==> src/rtl/rx_status_cfg.svh <==
`ifndef RX_STATUS_CFG_SVH
`define RX_STATUS_CFG_SVH

// bit positions of the receive status word
`define BIT_CHECK_ERR 1
`define BIT_DRIBBLE 2
`define BIT_PHY_ERR 3
`define BIT_ZERO_LO 4
`define BIT_ZERO_HI 5
`define BIT_LATE_COL 6
`define BIT_OVERSIZE 7
`define BIT_LAST_DESC 8
`define BIT_FIRST_DESC 9
`define BIT_MULTICAST 10
`define BIT_RUNT 11
`define TYPE_LSB 12
`define TYPE_MSB 13
`define BIT_ZERO_MID 14
`define BIT_SUMMARY 15
`define LEN_LSB 16
`define LEN_MSB 29
`define TOP_LSB 30
`define TOP_MSB 31

// frame length limits in bytes
`define LEN_W 14
`define LEN_ZERO 14'h0000
`define LEN_ONE 14'h0001
`define LEN_MAX 14'h3fff
`define RUNT_LIMIT 14'h0040
`define OVERSIZE_LIMIT 14'h0800
`define LATE_COL_BYTES 14'h0040

// register bus map
`define ADR_W 8
`define REG_CTRL 8'h00
`define REG_LAST_STATUS 8'h04
`define REG_FRAME_COUNT 8'h08
`define REG_STATE 8'h0c
`define CTRL_ENABLE 0
`define CTRL_TYPE_LSB 1
`define CTRL_TYPE_MSB 2
`define CTRL_ENABLE_RESET 1'h0
`define CTRL_TYPE_RESET 2'h0
`define CNT_W 16
`define CNT_ZERO 16'h0000
`define CNT_ONE 16'h0001
`define WORD_ZERO 32'h0000_0000

`endif

==> src/rtl/rx_status_pkg.sv <==
package rx_status_pkg;
    typedef enum logic [3:0] {
        st_idle = 4'h1,
        st_frame = 4'h2,
        st_final = 4'h4,
        st_post = 4'h8
    } state_t;
    typedef logic [1:0] frame_type_t;
    typedef logic [31:0] word_t;
endpackage

==> src/rtl/frame_status_acc.sv <==
`timescale 1ns/10ps
`include "rx_status_cfg.svh"

module frame_status_acc (
    input wire logic clk_sys,
    input wire logic rst,
    input wire logic rx_sof,
    input wire logic rx_byte,
    input wire logic rx_eof,
    input wire logic rx_multicast,
    input wire logic rx_collision,
    input wire logic rx_phy_err,
    input wire logic rx_dribble,
    input wire logic rx_crc_bad,
    output logic [`LEN_W-1:0] byte_count,
    output logic multicast,
    output logic late_col,
    output logic phy_err,
    output logic dribble,
    output logic crc_bad
);
    wire count_full = (byte_count == `LEN_MAX);
    wire count_late = (byte_count >= `LATE_COL_BYTES);

    always_ff @(posedge clk_sys) begin
        if (rst || rx_sof) begin
            byte_count <= `LEN_ZERO;
            late_col <= 1'b0;
            phy_err <= 1'b0;
        end else begin
            if (rx_byte && !count_full)
                byte_count <= byte_count + `LEN_ONE;
            if (rx_collision && count_late)
                late_col <= 1'b1;
            if (rx_phy_err)
                phy_err <= 1'b1;
        end
    end

    always_ff @(posedge clk_sys) begin
        if (rst) begin
            multicast <= 1'b0;
            dribble <= 1'b0;
            crc_bad <= 1'b0;
        end else if (rx_eof) begin
            multicast <= rx_multicast;
            dribble <= rx_dribble;
            crc_bad <= rx_crc_bad;
        end
    end
endmodule // frame_status_acc

==> src/rtl/rx_desc_status.sv <==
`timescale 1ns/10ps
`include "rx_status_cfg.svh"

module rx_desc_status (
    input wire logic clk_sys,
    input wire logic rst,
    input wire logic wb_cyc_i,
    input wire logic wb_stb_i,
    input wire logic wb_we_i,
    input wire logic [`ADR_W-1:0] wb_adr_i,
    input wire logic [3:0] wb_sel_i,
    input wire logic [31:0] wb_dat_i,
    output logic [31:0] wb_dat_o,
    output logic wb_ack_o,
    input wire logic rx_sof,
    input wire logic rx_byte,
    input wire logic rx_eof,
    input wire logic rx_multicast,
    input wire logic rx_collision,
    input wire logic rx_phy_err,
    input wire logic rx_dribble,
    input wire logic rx_crc_bad,
    input wire logic desc_full,
    input wire logic status_ready,
    output rx_status_pkg::word_t status_word,
    output logic status_valid,
    output logic frame_good
);
    rx_status_pkg::state_t state;
    rx_status_pkg::state_t next_state;
    rx_status_pkg::frame_type_t ctrl_type;
    logic ctrl_enable;
    logic first_pend;
    logic eof_pend;
    logic ret_frame;
    logic [`CNT_W-1:0] frame_count;
    logic [`LEN_W-1:0] acc_len;
    logic acc_multicast;
    logic acc_late;
    logic acc_phy;
    logic acc_dribble;
    logic acc_crc;

    frame_status_acc u_acc (
        .clk_sys(clk_sys),
        .rst(rst),
        .rx_sof(rx_sof),
        .rx_byte(rx_byte),
        .rx_eof(rx_eof),
        .rx_multicast(rx_multicast),
        .rx_collision(rx_collision),
        .rx_phy_err(rx_phy_err),
        .rx_dribble(rx_dribble),
        .rx_crc_bad(rx_crc_bad),
        .byte_count(acc_len),
        .multicast(acc_multicast),
        .late_col(acc_late),
        .phy_err(acc_phy),
        .dribble(acc_dribble),
        .crc_bad(acc_crc)
    );

    // derived per-frame conditions
    // short frame
    wire is_runt = (acc_len < `RUNT_LIMIT);
    wire is_oversize = (acc_len > `OVERSIZE_LIMIT);
    wire check_err = acc_crc | acc_phy;
    wire dribble_eff = acc_dribble & ~acc_late & ~is_runt;
    wire summary = check_err | acc_late | is_oversize | is_runt;
    wire good_now = ~check_err & ~acc_late & ~is_oversize & ~is_runt;

    // builds one status word; per-frame fields only when full is set
    function automatic rx_status_pkg::word_t compose(
        input logic fd,
        input logic ld,
        input logic full
    );
        rx_status_pkg::word_t w;
        w = `WORD_ZERO;
        w[`BIT_FIRST_DESC] = fd;
        w[`BIT_LAST_DESC] = ld;
        // flags only in a final word
        if (full) begin
            w[`LEN_MSB:`LEN_LSB] = acc_len;
            w[`BIT_SUMMARY] = summary;
            w[`TYPE_MSB:`TYPE_LSB] = ctrl_type;
            w[`BIT_RUNT] = is_runt;
            w[`BIT_MULTICAST] = acc_multicast;
            w[`BIT_OVERSIZE] = is_oversize;
            w[`BIT_LATE_COL] = acc_late;
            w[`BIT_PHY_ERR] = acc_phy;
            w[`BIT_DRIBBLE] = dribble_eff;
            w[`BIT_CHECK_ERR] = check_err;
        end
        return w;
    endfunction

    // writeback events
    // middle descriptor closes
    wire emit_mid = (state == rx_status_pkg::st_frame) & ~rx_eof & desc_full;
    wire emit_fin = (state == rx_status_pkg::st_final);
    wire emit = emit_mid | emit_fin;
    wire [31:0] next_word = emit_fin ? compose(first_pend, 1'b1, 1'b1)
                                     : compose(first_pend, 1'b0, 1'b0);
    wire post_done = (state == rx_status_pkg::st_post) & status_ready;
    wire frame_start = (state == rx_status_pkg::st_idle) & rx_sof
                       & ctrl_enable;

    always_comb begin
        next_state = state;
        unique case (state)
            rx_status_pkg::st_idle: begin
                if (frame_start)
                    next_state = rx_status_pkg::st_frame;
            end
            rx_status_pkg::st_frame: begin
                if (rx_eof)
                    next_state = rx_status_pkg::st_final;
                else if (desc_full)
                    next_state = rx_status_pkg::st_post;
            end
            rx_status_pkg::st_final: begin
                next_state = rx_status_pkg::st_post;
            end
            rx_status_pkg::st_post: begin
                if (status_ready && ret_frame && (eof_pend || rx_eof))
                    next_state = rx_status_pkg::st_final;
                else if (status_ready && ret_frame)
                    next_state = rx_status_pkg::st_frame;
                else if (status_ready)
                    next_state = rx_status_pkg::st_idle;
            end
            default: begin
                next_state = rx_status_pkg::st_idle;
            end
        endcase
    end

    always_ff @(posedge clk_sys) begin
        if (rst)
            state <= rx_status_pkg::st_idle;
        else
            state <= next_state;
    end

    always_ff @(posedge clk_sys) begin
        if (rst) begin
            first_pend <= 1'b0;
            ret_frame <= 1'b0;
            eof_pend <= 1'b0;
        end else begin
            if (frame_start)
                first_pend <= 1'b1;
            else if (emit)
                first_pend <= 1'b0;
            if (emit)
                ret_frame <= emit_mid;
            // frame end seen while a middle word still waits for the host
            if ((state == rx_status_pkg::st_post) && rx_eof && !status_ready)
                eof_pend <= 1'b1;
            else if (post_done)
                eof_pend <= 1'b0;
        end
    end

    always_ff @(posedge clk_sys) begin
        if (rst) begin
            status_word <= `WORD_ZERO;
            status_valid <= 1'b0;
        end else if (emit) begin
            status_word <= next_word;
            status_valid <= 1'b1;
        end else if (post_done) begin
            status_valid <= 1'b0;
        end
    end

    always_ff @(posedge clk_sys) begin
        if (rst) begin
            frame_count <= `CNT_ZERO;
            frame_good <= 1'b0;
        end else if (emit_fin) begin
            frame_count <= frame_count + `CNT_ONE;
            frame_good <= good_now;
        end
    end

    // register bus slave
    wire wb_hit = wb_cyc_i & wb_stb_i & ~wb_ack_o;
    wire ctrl_wr = wb_hit & wb_we_i & wb_sel_i[0]
                   & (wb_adr_i == `REG_CTRL);
    wire busy = (state != rx_status_pkg::st_idle);
    wire [31:0] ctrl_rd = {29'h0000_0000, ctrl_type, ctrl_enable};
    wire [31:0] count_rd = {16'h0000, frame_count};
    wire [31:0] state_rd = {29'h0000_0000, frame_good, status_valid, busy};
    wire [31:0] rd_mux =
        (wb_adr_i == `REG_CTRL) ? ctrl_rd :
        (wb_adr_i == `REG_LAST_STATUS) ? status_word :
        (wb_adr_i == `REG_FRAME_COUNT) ? count_rd :
        (wb_adr_i == `REG_STATE) ? state_rd : `WORD_ZERO;

    always_ff @(posedge clk_sys) begin
        if (rst) begin
            wb_ack_o <= 1'b0;
            wb_dat_o <= `WORD_ZERO;
        end else begin
            wb_ack_o <= wb_hit;
            if (wb_hit && !wb_we_i)
                wb_dat_o <= rd_mux;
        end
    end

    always_ff @(posedge clk_sys) begin
        if (rst) begin
            ctrl_enable <= `CTRL_ENABLE_RESET;
            ctrl_type <= `CTRL_TYPE_RESET;
        end else if (ctrl_wr) begin
            ctrl_enable <= wb_dat_i[`CTRL_ENABLE];
            ctrl_type <= wb_dat_i[`CTRL_TYPE_MSB:`CTRL_TYPE_LSB];
        end
    end

    // checker helper: high until the host takes a frame's first word
    logic first_due;
    always_ff @(posedge clk_sys) begin
        if (rst)
            first_due <= 1'b0;
        else if (frame_start)
            first_due <= 1'b1;
        else if (post_done)
            first_due <= 1'b0;
    end
endmodule // rx_desc_status

==> config.mk <==
export PLATFORM = sky130hd
export DESIGN_NAME = rx_desc_status
export DESIGN_NICKNAME = d
export VERILOG_FILES = /design/src/rtl/rx_status_pkg.sv /design/src/rtl/frame_status_acc.sv /design/src/rtl/rx_desc_status.sv
export VERILOG_INCLUDE_DIRS = /design/src /design/src/rtl
export SDC_FILE = /design/constraint.sdc
export NUM_CORES = 1
export LEC_CHECK = 0
export ABC_AREA = 1
export ABC_CLOCK_PERIOD_IN_PS = 1200
export BUFFER_PORTS_ARGS = -buffer_cell sky130_fd_sc_hd__buf_2
export CAP_MARGIN = 30
export CORE_MARGIN = 5
export CORE_UTILIZATION = 30
export CTS_BUF_LIST = sky130_fd_sc_hd__clkbuf_4 sky130_fd_sc_hd__clkbuf_8
export DETAILED_ROUTE_END_ITERATION = 8
export GPL_TIMING_DRIVEN = 0
export SLEW_MARGIN = 20
export SYNTH_ARGS = -nofsm -noshare
export SYNTH_HDL_FRONTEND = slang
export SYNTH_SLANG_ARGS = --single-unit
==> constraint.sdc <==
create_clock -name clk_sys -period 1.2 [get_ports clk_sys]
set_input_delay 0.12 -clock clk_sys [delete_from_list [all_inputs] [get_ports clk_sys]]
set_output_delay 0.12 -clock clk_sys [all_outputs]
set_load 0.01 [all_outputs]
Yosys cells after proc, flatten, opt, wreduce, memory -nomap -nowiden
Index checks and enable logic that the tools add are counted.

storage, ports and cells
  flip-flop bits (word level) = 112
  input port bits = 59
  output and inout bits = 67
  logic and storage cells = 95

cells by class
  $add $sub $neg = 2
  $lt $le $gt $ge = 3
  equal/unequal tests = 12
  muxes and demuxes = 17
  bitwise operators = 26
  reduce and logical (&&, ||, !) cells = 17

operator list
  kind                                                                               number
  32-bit 2-to-1 mux                                                                  2
  30-bit 2-to-1 mux                                                                  1
  4-bit 2-to-1 mux                                                                   6
  16-bit by 1-bit adder with 16-bit output, second input constant                    1
  8-bit by 4-bit == test with 1-bit output, second input constant                    2
  16-bit 2-to-1 mux                                                                  1
  4-bit case mux with 4 select lines                                                 1
  1-bit bitwise AND                                                                  15
  14-bit by 1-bit adder with 14-bit output, second input constant                    1
  14-bit == test, second input constant                                              1
  14-bit by 7-bit >= comparator with 1-bit output, second input constant             1
  14-bit by 12-bit greater-than comparator with 1-bit output, second input constant  1
  14-bit by 7-bit < comparator with 1-bit output, second input constant              1
  8-bit by 3-bit == test with 1-bit output, second input constant                    1
  8-bit zero test                                                                    1
  1-bit logical AND                                                                  7
  1-bit inverter                                                                     6
  2-bit nonzero test                                                                 3
  1-bit 2-to-1 mux                                                                   5
  1-bit bitwise OR                                                                   5
  4-bit by 1-bit == test with 1-bit output, second input constant                    1
  4-bit by 2-bit == test with 1-bit output, second input constant                    1
  4-bit by 3-bit == test with 1-bit output, second input constant                    1
  4-bit == test, second input constant                                               1
  8 further kinds                                                                    11

Longest topological paths before layout
Gate-level depths: netlist (run 1).

  depth after elaboration = 6
  mapped depth = 10
  gate-level depth less buffers = 10

Hierarchy
Synthesis (run 1) repeated with hierarchy kept, for this count alone.

second synthesis, totals
  cell total of the unflattened synthesis = 729
  area, all modules = 5,023.6 µm²

by module, submodules not included
  module            instances  cells an instance  area an instance (µm²)  seq. area each (µm²)
  rx_desc_status    1          573                4,015.1                 1,701.6
  frame_status_acc  1          156                1,008.5                 380.4

Worst setup path after synthesis (run 1)
Ideal clock, no wire load.

  path type = register to register
  start point = reg u_acc.byte_count[0]
  end point = reg u_acc.byte_count[11]
  library setup time = 70 ps
  data arrival time = 1,267 ps
  required time = 1,130 ps
  path slack = -137 ps
  cell stages (with the launch flop) = 8
  buffers on the path = 0
  period minus slack after synthesis = 1,337 ps
  cell sequence = dfxtp_1 -> ha_1 -> nand3_2 -> nor2_2 -> nand2_2 -> o21ai_4 -> nand2_1 -> a21oi_1

on the way
  word-level cells in the longest chain between the ends = 3
  elaborated cells between the ends (all ways) = 4
  those cells by class = add/sub: 1; eq/ne: 1; reduce/logical: 2

ends and longest elaborated chain
  what                                                                                              RTL line                text
  start: declaration                                                                                frame_status_acc.sv:15  output logic [`LEN_W-1:0] byte_count,
  start signal: assignment                                                                          frame_status_acc.sv:27  byte_count <= `LEN_ZERO;
  start signal: assignment                                                                          frame_status_acc.sv:32  byte_count <= byte_count + `LEN_ONE;
  parallel branches: the longest is 3 deep, another holds 14-bit by 1-bit adder with 14-bit output  n/a

Parallel ways; which one is timed is not known.
A chain may end at the register's enable or synchronous reset.

Final worst setup path (run 1)
  start point = reg state[2]
  end point = reg status_word[11]

on the way
  word-level cells in the longest chain between the ends = 4
  elaborated cells between the ends (all ways) = 6
  those cells by class = eq/ne: 2; mux: 1; bitwise: 3

ends and longest elaborated chain
  what                                      RTL line               text
  start: declaration                        rx_desc_status.sv:29   rx_status_pkg::state_t state;
  start signal: assignment                  rx_desc_status.sv:141  state <= rx_status_pkg::st_idle;
  start signal: assignment                  rx_desc_status.sv:143  state <= next_state;
  4-bit by 2-bit == test with 1-bit output  rx_desc_status.sv:100  wire emit_mid = (state == rx_status_pkg::st_frame) & ~rx_eof & desc_full;
  1-bit bitwise AND (2 in a row)            rx_desc_status.sv:100
  1-bit bitwise OR                          rx_desc_status.sv:102  wire emit = emit_mid | emit_fin;
  end signal: assignment                    rx_desc_status.sv:168  status_word <= `WORD_ZERO;
  end signal: assignment                    rx_desc_status.sv:171  status_word <= next_word;
  end: declaration                          rx_desc_status.sv:25   output rx_status_pkg::word_t status_word,

Several ways; a longest one is shown, not always the timed one.

==> flow_metrics.py, run 1 <==
metrics = {
    "timing": {
        "finalCriticalPeriod_ps": 1450,
        "rsz0062_at_grt": "true",
        "setup_viol_count_final": 91,
        "drv_slew": 0,
        "relSlewSlack_pct": 44.6,
        "finClkSkew_ps": 17.9,
        "clock.fmax_ghz": 0.691,
        "tns_ps": -12790,
        "fin_ws_ps": -248,
        "finalCritPeriodShare_pct": 121,
        "tightest_slew_ps": 831,
        "hold_violations": 0,
    },
    "setup_path": {
        "ff2ff_setup_slack_ps": -250,
        "critPathMaxFanout": 5,
        "worst_ep_arrival_time_ps": 1700,
        "regToRegEndpoint": "status_word[11]$_SDFFE_PP0P_",
        "rr_worst_depth": 10,
        "endpoint_kind": "register",
        "crit_type": "reg2reg",
        "startpoint_type": "register",
        "crit_required_ps": 1460,
        "timing.rr.start": "state[2]$_SDFFE_PP0P_",
    },
    "yosys": {
        "synth_flop_cell": "dfxtp_1",
        "synth.cell_area_mm2": 0.00483,
        "yosysWarnings": 0,
        "synth_cell_types": 34,
        "synthCells": 711,
        "ys_ff_latch": 104,
        "yosysSeqAreaShare_pct": 43.1,
        "synth.avg_cell_area_um2": 6.79,
        "synth_edf_count": 0,
        "async_flop_share_pct": 0,
    },
    "floorplanning": {
        "coreArea_mm2": 0.0158,
        "rows": 46,
        "die_area_mm2": 0.0187,
        "die_h_um": 137,
        "initial_core_util_pct": 30.5,
        "fp.dieW_um": 137,
        "ios": 126,
    },
    "hold_path": {
        "min_path_cells": 3,
        "hold_end": "first_pend$_SDFFE_PP0P_",
        "worstHoldStart": "rx_sof",
        "hold_class": "in2reg",
    },
    "finish": {
        "layout_common_cells": "148 x nand2_1, 86 x buf_2, 70 x nor2_1",
        "final_nets": 932,
        "fillers": 1515,
        "diodes": 0,
        "drive_above_1_share_pct": 48.9,
        "syn_to_final_growth_pct": 57.1,
        "final_common_cell": "nand2_1",
        "final_core_util_pct": 48.0,
    },
    "pwr": {
        "switching_share_pct": 27.2,
        "p_leak_nw": 3.40,
        "switching_power_mw": 1.67,
        "p_int_mw": 4.48,
        "p_total_mw": 6.15,
        "ir_worst_vdd_mv": 0.548,
        "clkPwrFrac_pct": 34.7,
        "power_frac_comb_pct": 8.5,
        "p_per_area_mw_per_mm2": 811,
        "p_seq_share_pct": 56.8,
    },
    "cts": {
        "path_clk_slew_ps": 110,
        "cts.path.max_buffers": 2,
        "cts_buffers": 9,
        "worstSkewPairLatency_ps": 390,
        "root_buffer": "clkbuf_8",
        "cts_sinks": 104,
        "tritoncts": "done",
        "ctsHtreeMaxLevel": 3,
    },
    "routing": {
        "avgRoutedWirePerCell_um": 15.4,
        "via_count": 5107,
        "wl_mm": 16.8,
        "drt_pass1_iterations": 4,
        "postRouteAntennaNets": 0,
        "drtIter0Drc": 262,
        "via_per_inst": 4.68,
        "post-route-drc-count": 0,
    },
    "global_route": {
        "grt_pass1_wl_mm": 24.5,
        "grt_pass1_vias": 4744,
        "track_usage_pct": 16.8,
        "grt_max_degree": 18,
        "antenna_found_initial": 0,
        "grt.overflow.total": 0,
    },
    "placed_design": {
        "dpl_worst_slack_ps": -303,
        "place_congestion": 0.832,
        "port_buffers": 84,
        "detailed_place_hpwl_mm": 10.9,
    },
    "status": {
        "outcome": "finished, violations left",
        "violations": "negative setup slack",
    },
    "flow_run": {
        "cap_violations": 0,
    },
}
[worst max-delay path by stage]
stage	depth (start not counted)	endpoint	start	slack, ps
2_1_floorplan	10	frame_count[10]$_SDFFE_PP0N_	frame_count[0]$_SDFFE_PP0N_	-90
3_3_place_gp	4	state[2]$_SDFFE_PP0P_	rst	-320
3_5_place_dp	4	state[2]$_SDFFE_PP0P_	rst	-300
4_1_cts	10	frame_count[12]$_SDFFE_PP0N_	frame_count[1]$_SDFFE_PP0N_	-180
5_1_grt	9	status_word[19]$_SDFFE_PP0P_	state[3]$_SDFFE_PP0P_	-290
6_report	10	status_word[11]$_SDFFE_PP0P_	state[2]$_SDFFE_PP0P_	-250
[sequential cells by signal (all words and copies together), names as in the netlist, 2 cells and up]
register / count
ctrl_type: 2
frame_count: 16
state: 4
status_word: 26
u_acc.byte_count: 14
wb_dat_o: 30
[cell usage after synthesis (2+ instances only)]
| library cell | number | area share, % |
|---|---|---|
| nand2_1 | 225 | 17 |
| dfxtp_1 | 104 | 43 |
| nor2_1 | 96 | 7.5 |
| a21oi_1 | 73 | 7.6 |
| inv_1 | 50 | 3.9 |
| nand3_1 | 29 | 3.0 |
| o21ai_0 | 25 | 2.6 |
| buf_4 | 13 | 2.0 |
| clkbuf_1 | 12 | 0.93 |
| nand4_1 | 12 | 1.6 |
| nor3_1 | 12 | 1.2 |
| nor2_2 | 10 | 1.3 |
| inv_2 | 8 | 0.62 |
| buf_2 | 6 | 0.62 |
| nand2_2 | 4 | 0.52 |
| o21ai_1 | 4 | 0.41 |
| xor2_1 | 4 | 0.73 |
| ha_1 | 3 | 0.78 |
| nand3_2 | 3 | 0.62 |
| a211oi_1 | 2 | 0.31 |
| buf_6 | 2 | 0.47 |
| nor2_4 | 2 | 0.47 |
[what timing repair did]
item	4_1_cts	5_1_grt
endpoints found under the hold margin	8	0
endpoints found under the setup margin	92	99
pin swaps	41	85
setup buffers	32	13
hold buffers	8	0
resized for setup	116	254
gates cloned	7	5
[cell type report]
type / count / area (µm²) / area share (%)
Multi-Input combinational cell: 526 / 3430 / 45.2
Clock buffer: 10 / 138 / 1.81
Buffer: 30 / 245 / 3.23
Tap cell: 216 / 270 / 3.56
Clock inverter: 6 / 45.0 / 0.593
Timing Repair inverter: 1 / 8.76 / 0.115
Timing Repair Buffer: 139 / 1070 / 14.1
Sequential cell: 104 / 2140 / 28.2
Inverter: 59 / 239 / 3.15
[kinds of logic after synthesis]
| family | count (synthesis) | synth area share [%] |
|---|---|---|
| DFF | 104 | 43.1 |
| other | 1 | 0.0776 |
| adders and majority gates | 3 | 0.777 |
| and+or+nand+nor | 400 | 35.2 |
| xor gates and xnor gates | 5 | 0.906 |
| buffers and inverters | 92 | 8.62 |
| AOI/OAI and AO/OA | 106 | 11.3 |
[critical path: stages, from the launching register on]
cell and delay (ps):
dfxtp_2 370, inv_2 50, nor2_4 140, nand2_4 140, buf_6 160, nand2_8 80
buf_12 110, inv_6 40, buf_4 130, nand2_2 50, a21oi_2 50
[metal layers]
| layer | vias to the layer above | part of all wire [%] | GRT usage, % |
|---|---|---|---|
| met2 | 108 | 51 | 29.1 |
| met4 | 0 | 2.8 | 5.93 |
| met1 | 2396 | 42 | 21.2 |
| li1 | 2570 | - | - |
| met3 | 33 | 3.4 | 2.50 |
| met5 | - | 0 | 0 |
[stage by stage]
step / cell area, µm² / instances / hold slack (ps)
floorplan: 4930 / 718 / 249
global placement: 5620 / 1018 / 345
detailed placement: 5620 / 1018 / 355
CTS: 6560 / 1080 / 0.618
global route: 7590 / 1091 / 5.92
finish: 7590 / 1091 / 19.2
[power by group through the flow]
stage	clock, mW	combinational (mW)	sequential [mW]
finish	2.14	0.523	3.49
detailed placement	0	0.380	3.57
CTS	2.16	0.440	3.49
global route	2.29	0.569	3.50
floorplan	0	0.241	3.57
global placement	0	0.378	3.57
Note: power is estimated with default switching activity, not from simulation.
==> run 2, diff against run 1 <==
--- a/config.mk
+++ b/config.mk
@@ -15,6 +15,7 @@
 export CTS_BUF_LIST = sky130_fd_sc_hd__clkbuf_4 sky130_fd_sc_hd__clkbuf_8
 export DETAILED_ROUTE_END_ITERATION = 8
 export GPL_TIMING_DRIVEN = 0
+export SETUP_SLACK_MARGIN = 0.2
 export SLEW_MARGIN = 20
 export SYNTH_ARGS = -nofsm -noshare
 export SYNTH_HDL_FRONTEND = slang
==> flow_metrics.py, run 2 (same netlist as run 1, synthesis figures left out) <==
metrics = {
    "finish": {
        "fillers": 1442,
        "drive_above_1_share_pct": 53.3,
        "finalInstanceArea_mm2": 0.00805,
        "layoutNonFillerInstCount": 1136,
        "final_nets": 977,
        "diodes": 0,
        "final_common_cell": "nand2_1",
        "layout_common_cells": "156 x nand2_1, 74 x nor2_1, 73 x buf_4",
        "largest-register": "wb_dat_o",
        "largest_reg_flops": 30,
        "largestRegisters": "wb_dat_o x30, status_word x26, frame_count x16",
        "syn_to_final_growth_pct": 66.6,
    },
    "global_route": {
        "use_met2_pct": 29.7,
        "grt_max_degree": 19,
        "use_met1_pct": 22.0,
        "track_usage_pct": 17.5,
        "grt_pass1_vias": 4923,
        "gr-usage-met3_pct": 2.68,
        "grt_pass1_wl_mm": 25.6,
        "antenna_found_initial": 0,
        "grt-busiest-layer": "met2",
        "grt.overflow.total": 0,
    },
    "floorplanning": {
        "coreArea_mm2": 0.0158,
        "ios": 126,
        "die_area_mm2": 0.0187,
        "rows": 46,
        "fp.dieW_um": 137,
        "initial_core_util_pct": 30.5,
        "die_h_um": 137,
    },
    "cts": {
        "cts.path.max_buffers": 2,
        "path_clk_slew_ps": 100,
        "cts_buffers": 9,
        "tritoncts": "done",
        "root_buffer": "clkbuf_8",
        "cts_sinks": 104,
        "worstSkewPairLatency_ps": 400,
        "ctsHtreeMaxLevel": 3,
    },
    "setup_path": {
        "endpoint_kind": "register",
        "slowest_stage": "dfxtp_2",
        "crit_required_ps": 1510,
        "worst_ep_arrival_time_ps": 1700,
        "critPathMaxStageDelay_ps": 330,
        "critPathMaxFanout": 5,
        "cp_common_cell": "buf_6",
        "crit_type": "reg2reg",
        "startpoint_type": "register",
        "cp_cell_sequence": "inv_2, nand3_4, nor2_8, inv_4, nor2_4, buf_6, buf_6, nand2_1, a21oi_1",
    },
    "placed_design": {
        "port_buffers": 84,
        "place_congestion": 0.859,
        "detailed_place_hpwl_mm": 10.8,
        "post-place-cells": 1018,
        "placed_cell_area_mm2": 0.00574,
    },
    "timing": {
        "hold_ws_ps": 32.4,
        "relSlewSlack_pct": 51.5,
        "tns_ps": -11320,
        "rsz0062_at_grt": "true",
        "finalCriticalPeriod_ps": 1390,
        "finalCritPeriodShare_pct": 116,
        "setup_viol_count_final": 93,
        "fin_ws_ps": -189,
        "hold_violations": 0,
        "tightest_slew_ps": 728,
        "finClkSkew_ps": 12.8,
        "drv_slew": 0,
        "clock.fmax_ghz": 0.720,
    },
    "status": {
        "violations": "negative setup slack",
        "outcome": "finished, violations left",
    },
    "flow_run": {
        "cap_violations": 0,
    },
    "pwr": {
        "p_per_area_mw_per_mm2": 796,
        "ir_worst_vdd_mv": 0.543,
        "p_total_mw": 6.41,
        "p_leak_nw": 3.43,
    },
    "routing": {
        "wl_mm": 17.0,
        "avgRoutedWirePerCell_um": 14.9,
        "via_count": 5325,
        "post-route-drc-count": 0,
        "via_per_inst": 4.69,
        "drt_pass1_iterations": 5,
        "postRouteAntennaNets": 0,
        "drtIter0Drc": 286,
    },
    "hold_path": {
        "hold_class": "in2reg",
    },
}
## run 2: area by class of cell
type                       count  area [µm²]  area share (%)
multi-input combinational    523        3160            39.2
clock inverter                 6        71.3           0.886
inverter                      59         236            2.94
tap                          216         270            3.36
timing repair inverter         1        8.76           0.109
clock buffer                  10         138            1.71
sequential                   104        2220            27.6
buffer                        33         289            3.59
timing repair buffer         184        1660            20.6
## run 2: report_power, final
group | switching (mW) | internal [mW]
Combinational | 0.328 | 0.219
Clock | 1.35 | 1.05
Sequential | 0.0261 | 3.43
## run 2: layer usage
metal	up-vias	wire, µm	share of wire, %
met3	30	691	4.1
li1	2662	-	-
met2	140	8700	51
met5	-	0	0
met1	2493	7120	42
met4	0	474	2.8
## run 2: path summary, 6_finish.rpt
| kind | from | end | slack (ps) | depth (start not counted) |
|---|---|---|---|---|
| max reg2reg | wb_ack_o$_SDFF_PP0_ | wb_dat_o[26]$_SDFFE_PP0P_ | -190 | 9 |
| max | wb_ack_o$_SDFF_PP0_ | wb_dat_o[26]$_SDFFE_PP0P_ | -190 | 9 |
| min | rx_sof | first_pend$_SDFFE_PP0P_ | 30 | 3 |
| min reg2reg | wb_dat_o[23]$_SDFFE_PP0P_ | wb_dat_o[23]$_SDFFE_PP0P_ | 470 | 2 |
## run 2: critical path: cells and delay by family (launching register included)
family / cells / cell delay, ps
buffers and inverters: 4 / 380
AOI/OAI and AO/OA: 1 / 140
DFF: 1 / 330
and+or+nand+nor: 4 / 460
## run 2: metrics by stage
stage / util, % / setup slack [ps]
final: 50.9 / -189
after global routing: 50.9 / -291
after CTS: 46.8 / -204
after detailed placement: 36.3 / -369
after global placement: 36.3 / -340
after floorplan: - / -87.6
## run 2: timing repair
| item | CTS | global route |
|---|---|---|
| endpoints found under the setup margin | 147 | 145 |
| setup buffers | 68 | 15 |
| pin swaps | 51 | 42 |
| hold buffers | 8 | 0 |
| gates resized for setup | 229 | 150 |
| hold endpoints to repair | 8 | 0 |
| gates cloned | 10 | 1 |
==> run 3, diff against run 2 <==
--- a/config.mk
+++ b/config.mk
@@ -15,6 +15,7 @@
 export CTS_BUF_LIST = sky130_fd_sc_hd__clkbuf_4 sky130_fd_sc_hd__clkbuf_8
 export DETAILED_ROUTE_END_ITERATION = 8
 export GPL_TIMING_DRIVEN = 0
+export PLACE_DENSITY_LB_ADDON = 0.15
 export SETUP_SLACK_MARGIN = 0.2
 export SLEW_MARGIN = 20
 export SYNTH_ARGS = -nofsm -noshare
==> flow_metrics.py, run 3 (same netlist as run 1, synthesis figures left out) <==
metrics = {
    "floorplanning": {
        "die_h_um": 137,
        "initial_core_util_pct": 30.5,
        "fp.dieW_um": 137,
        "ios": 126,
        "die_area_mm2": 0.0187,
        "coreArea_mm2": 0.0158,
        "rows": 46,
    },
    "status": {
        "outcome": "finished, violations left",
        "violations": "negative setup slack",
    },
    "finish": {
        "regArea_mm2": 0.00223,
        "largest_reg_flops": 30,
        "syn_to_final_growth_pct": 76.3,
        "layout_common_cells": "127 x nand2_1, 83 x buf_6, 76 x nor2_1",
        "final_nets": 982,
        "drive_above_1_share_pct": 60.4,
        "final_common_cell": "nand2_1",
        "fillers": 1508,
        "multi_input_area_mm2": 0.00343,
        "finalInstanceArea_mm2": 0.00852,
        "largest-register": "wb_dat_o",
        "diodes": 0,
        "largestRegisters": "wb_dat_o x30, status_word x26, frame_count x16",
    },
    "timing": {
        "hold_ws_ps": 45.4,
        "tightest_slew_ps": 814,
        "finalCriticalPeriod_ps": 1380,
        "hold_violations": 0,
        "relSlewSlack_pct": 45.7,
        "setup_viol_count_final": 93,
        "fin_ws_ps": -182,
        "drv_slew": 0,
        "clock.fmax_ghz": 0.724,
        "rsz0062_at_grt": "true",
        "finClkSkew_ps": 12.2,
        "finalCritPeriodShare_pct": 115,
    },
    "pwr": {
        "p_int_mw": 5.14,
        "switching_share_pct": 25.0,
        "p_seq_share_pct": 50.5,
        "clkPwrFrac_pct": 40.2,
        "switching_power_mw": 1.72,
        "ir_worst_vdd_mv": 0.428,
        "power_frac_comb_pct": 9.4,
        "p_leak_nw": 3.53,
        "p_per_area_mw_per_mm2": 806,
    },
    "setup_path": {
        "slowest_stage": "dfxtp_4",
        "crit_required_ps": 1450,
        "cp_common_cell": "nor2_4",
        "cp_cell_sequence": "nor2_4, nand3_4, nor2_4, nand2_2, nand2_4, inv_8, buf_12, nand2_1, a21oi_1",
        "crit_type": "reg2reg",
        "startpoint_type": "register",
        "critPathMaxStageDelay_ps": 380,
        "worst_ep_arrival_time_ps": 1640,
        "endpoint_kind": "register",
        "critPathMaxFanout": 10,
        "rr_worst_depth": 9,
    },
    "global_route": {
        "antenna_found_initial": 0,
        "track_usage_pct": 18.9,
        "grt_max_degree": 17,
        "grt.overflow.total": 0,
        "grt_pass1_vias": 5060,
        "grt_pass1_wl_mm": 27.0,
    },
    "cts": {
        "tritoncts": "done",
        "cts_buffers": 9,
        "ctsHtreeMaxLevel": 3,
        "path_clk_slew_ps": 100,
        "cts_sinks": 104,
        "cts.path.max_buffers": 2,
        "root_buffer": "clkbuf_8",
        "worstSkewPairLatency_ps": 400,
    },
    "routing": {
        "postRouteAntennaNets": 0,
        "via_count": 5213,
        "drt_pass1_iterations": 4,
        "avgRoutedWirePerCell_um": 15.7,
        "wl_mm": 17.9,
        "via_per_inst": 4.57,
        "drtIter0Drc": 257,
        "post-route-drc-count": 0,
    },
    "placed_design": {
        "placed_cell_area_mm2": 0.00574,
        "place_congestion": 0.831,
        "detailed_place_hpwl_mm": 11.4,
        "dpl_worst_slack_ps": -336,
        "port_buffers": 84,
    },
    "hold_path": {
        "min_path_cells": 4,
        "hold_class": "in2reg",
    },
    "flow_run": {
        "cap_violations": 0,
    },
}
[run 3: changes by cell type in the layout (fill, tap and decap cells not counted), moves of 7 or more]
cell,previous run,this run
a21oi_1,38,28
a21oi_2,35,45
buf_2,43,36
buf_6,68,83
dfxtp_1,29,20
dfxtp_2,56,65
nand2_1,156,127
nand2_2,50,73
nand2_4,22,29
[run 3: area by class of cell]
type,instances,area share (%)
repair buffers,190,20.9
well taps,216,3.17
multi-input cells,523,40.3
plain buffers,33,3.76
flip-flops and latches,104,26.2
inverters,59,2.78
clock inverters,5,1.23
clock buffers,11,1.63
[run 3: worst max-delay path: cells and delay by family (launching register included)]
kind / cells / cell delay [ps]
AOI/OAI and AO/OA: 1 / 50
DFF: 1 / 380
and+or+nand+nor: 6 / 600
buffers and inverters: 2 / 200
[run 3: power by group through the flow]
stage | logic [mW] | clock network [mW] | registers, mW
finish | 0.642 | 2.76 | 3.46
global route | 0.695 | 2.91 | 3.47
CTS | 0.564 | 2.79 | 3.47
detailed placement | 0.398 | 0 | 3.58
global placement | 0.400 | 0 | 3.58
floorplan | 0.252 | 0 | 3.57
[run 3: routing by layer]
| layer | vias to the layer above | wire [µm] | GRT usage [%] |
|---|---|---|---|
| met5 | - | 0 | 0 |
| met4 | 0 | 644 | 7.76 |
| met3 | 28 | 454 | 2.98 |
| met2 | 85 | 9010 | 32.1 |
| met1 | 2424 | 7760 | 23.8 |
| li1 | 2676 | - | - |
[run 3: path summary, 6_finish.rpt]
kind | from | end | slack (ps)
worst min register to register | frame_count[3]$_SDFFE_PP0N_ | frame_count[3]$_SDFFE_PP0N_ | 480
worst min-delay path | status_ready | status_valid$_SDFFE_PP0P_ | 50
worst max-delay path | state[3]$_SDFFE_PP0P_ | first_pend$_SDFFE_PP0P_ | -180
worst max register to register | state[3]$_SDFFE_PP0P_ | first_pend$_SDFFE_PP0P_ | -180
[run 3: what timing repair did]
item,4_1_cts,5_1_grt
hold buffers,9,0
setup endpoints to repair,152,149
resized for setup,278,202
cloned,7,2
hold endpoints to repair,9,0
buffers inserted,72,17
pin swaps,61,65
[run 3: stage by stage]
step	setup TNS [ps]	cells	util, %	total power, mW
4_1_cts	-10750	1122	48.0	6.82
3_3_place_gp	-19590	1018	36.3	3.98
2_1_floorplan	-2010	718	-	3.83
6_report	-11400	1141	53.8	6.86
5_1_grt	-19040	1141	53.8	7.07
3_5_place_dp	-20140	1018	36.3	3.97
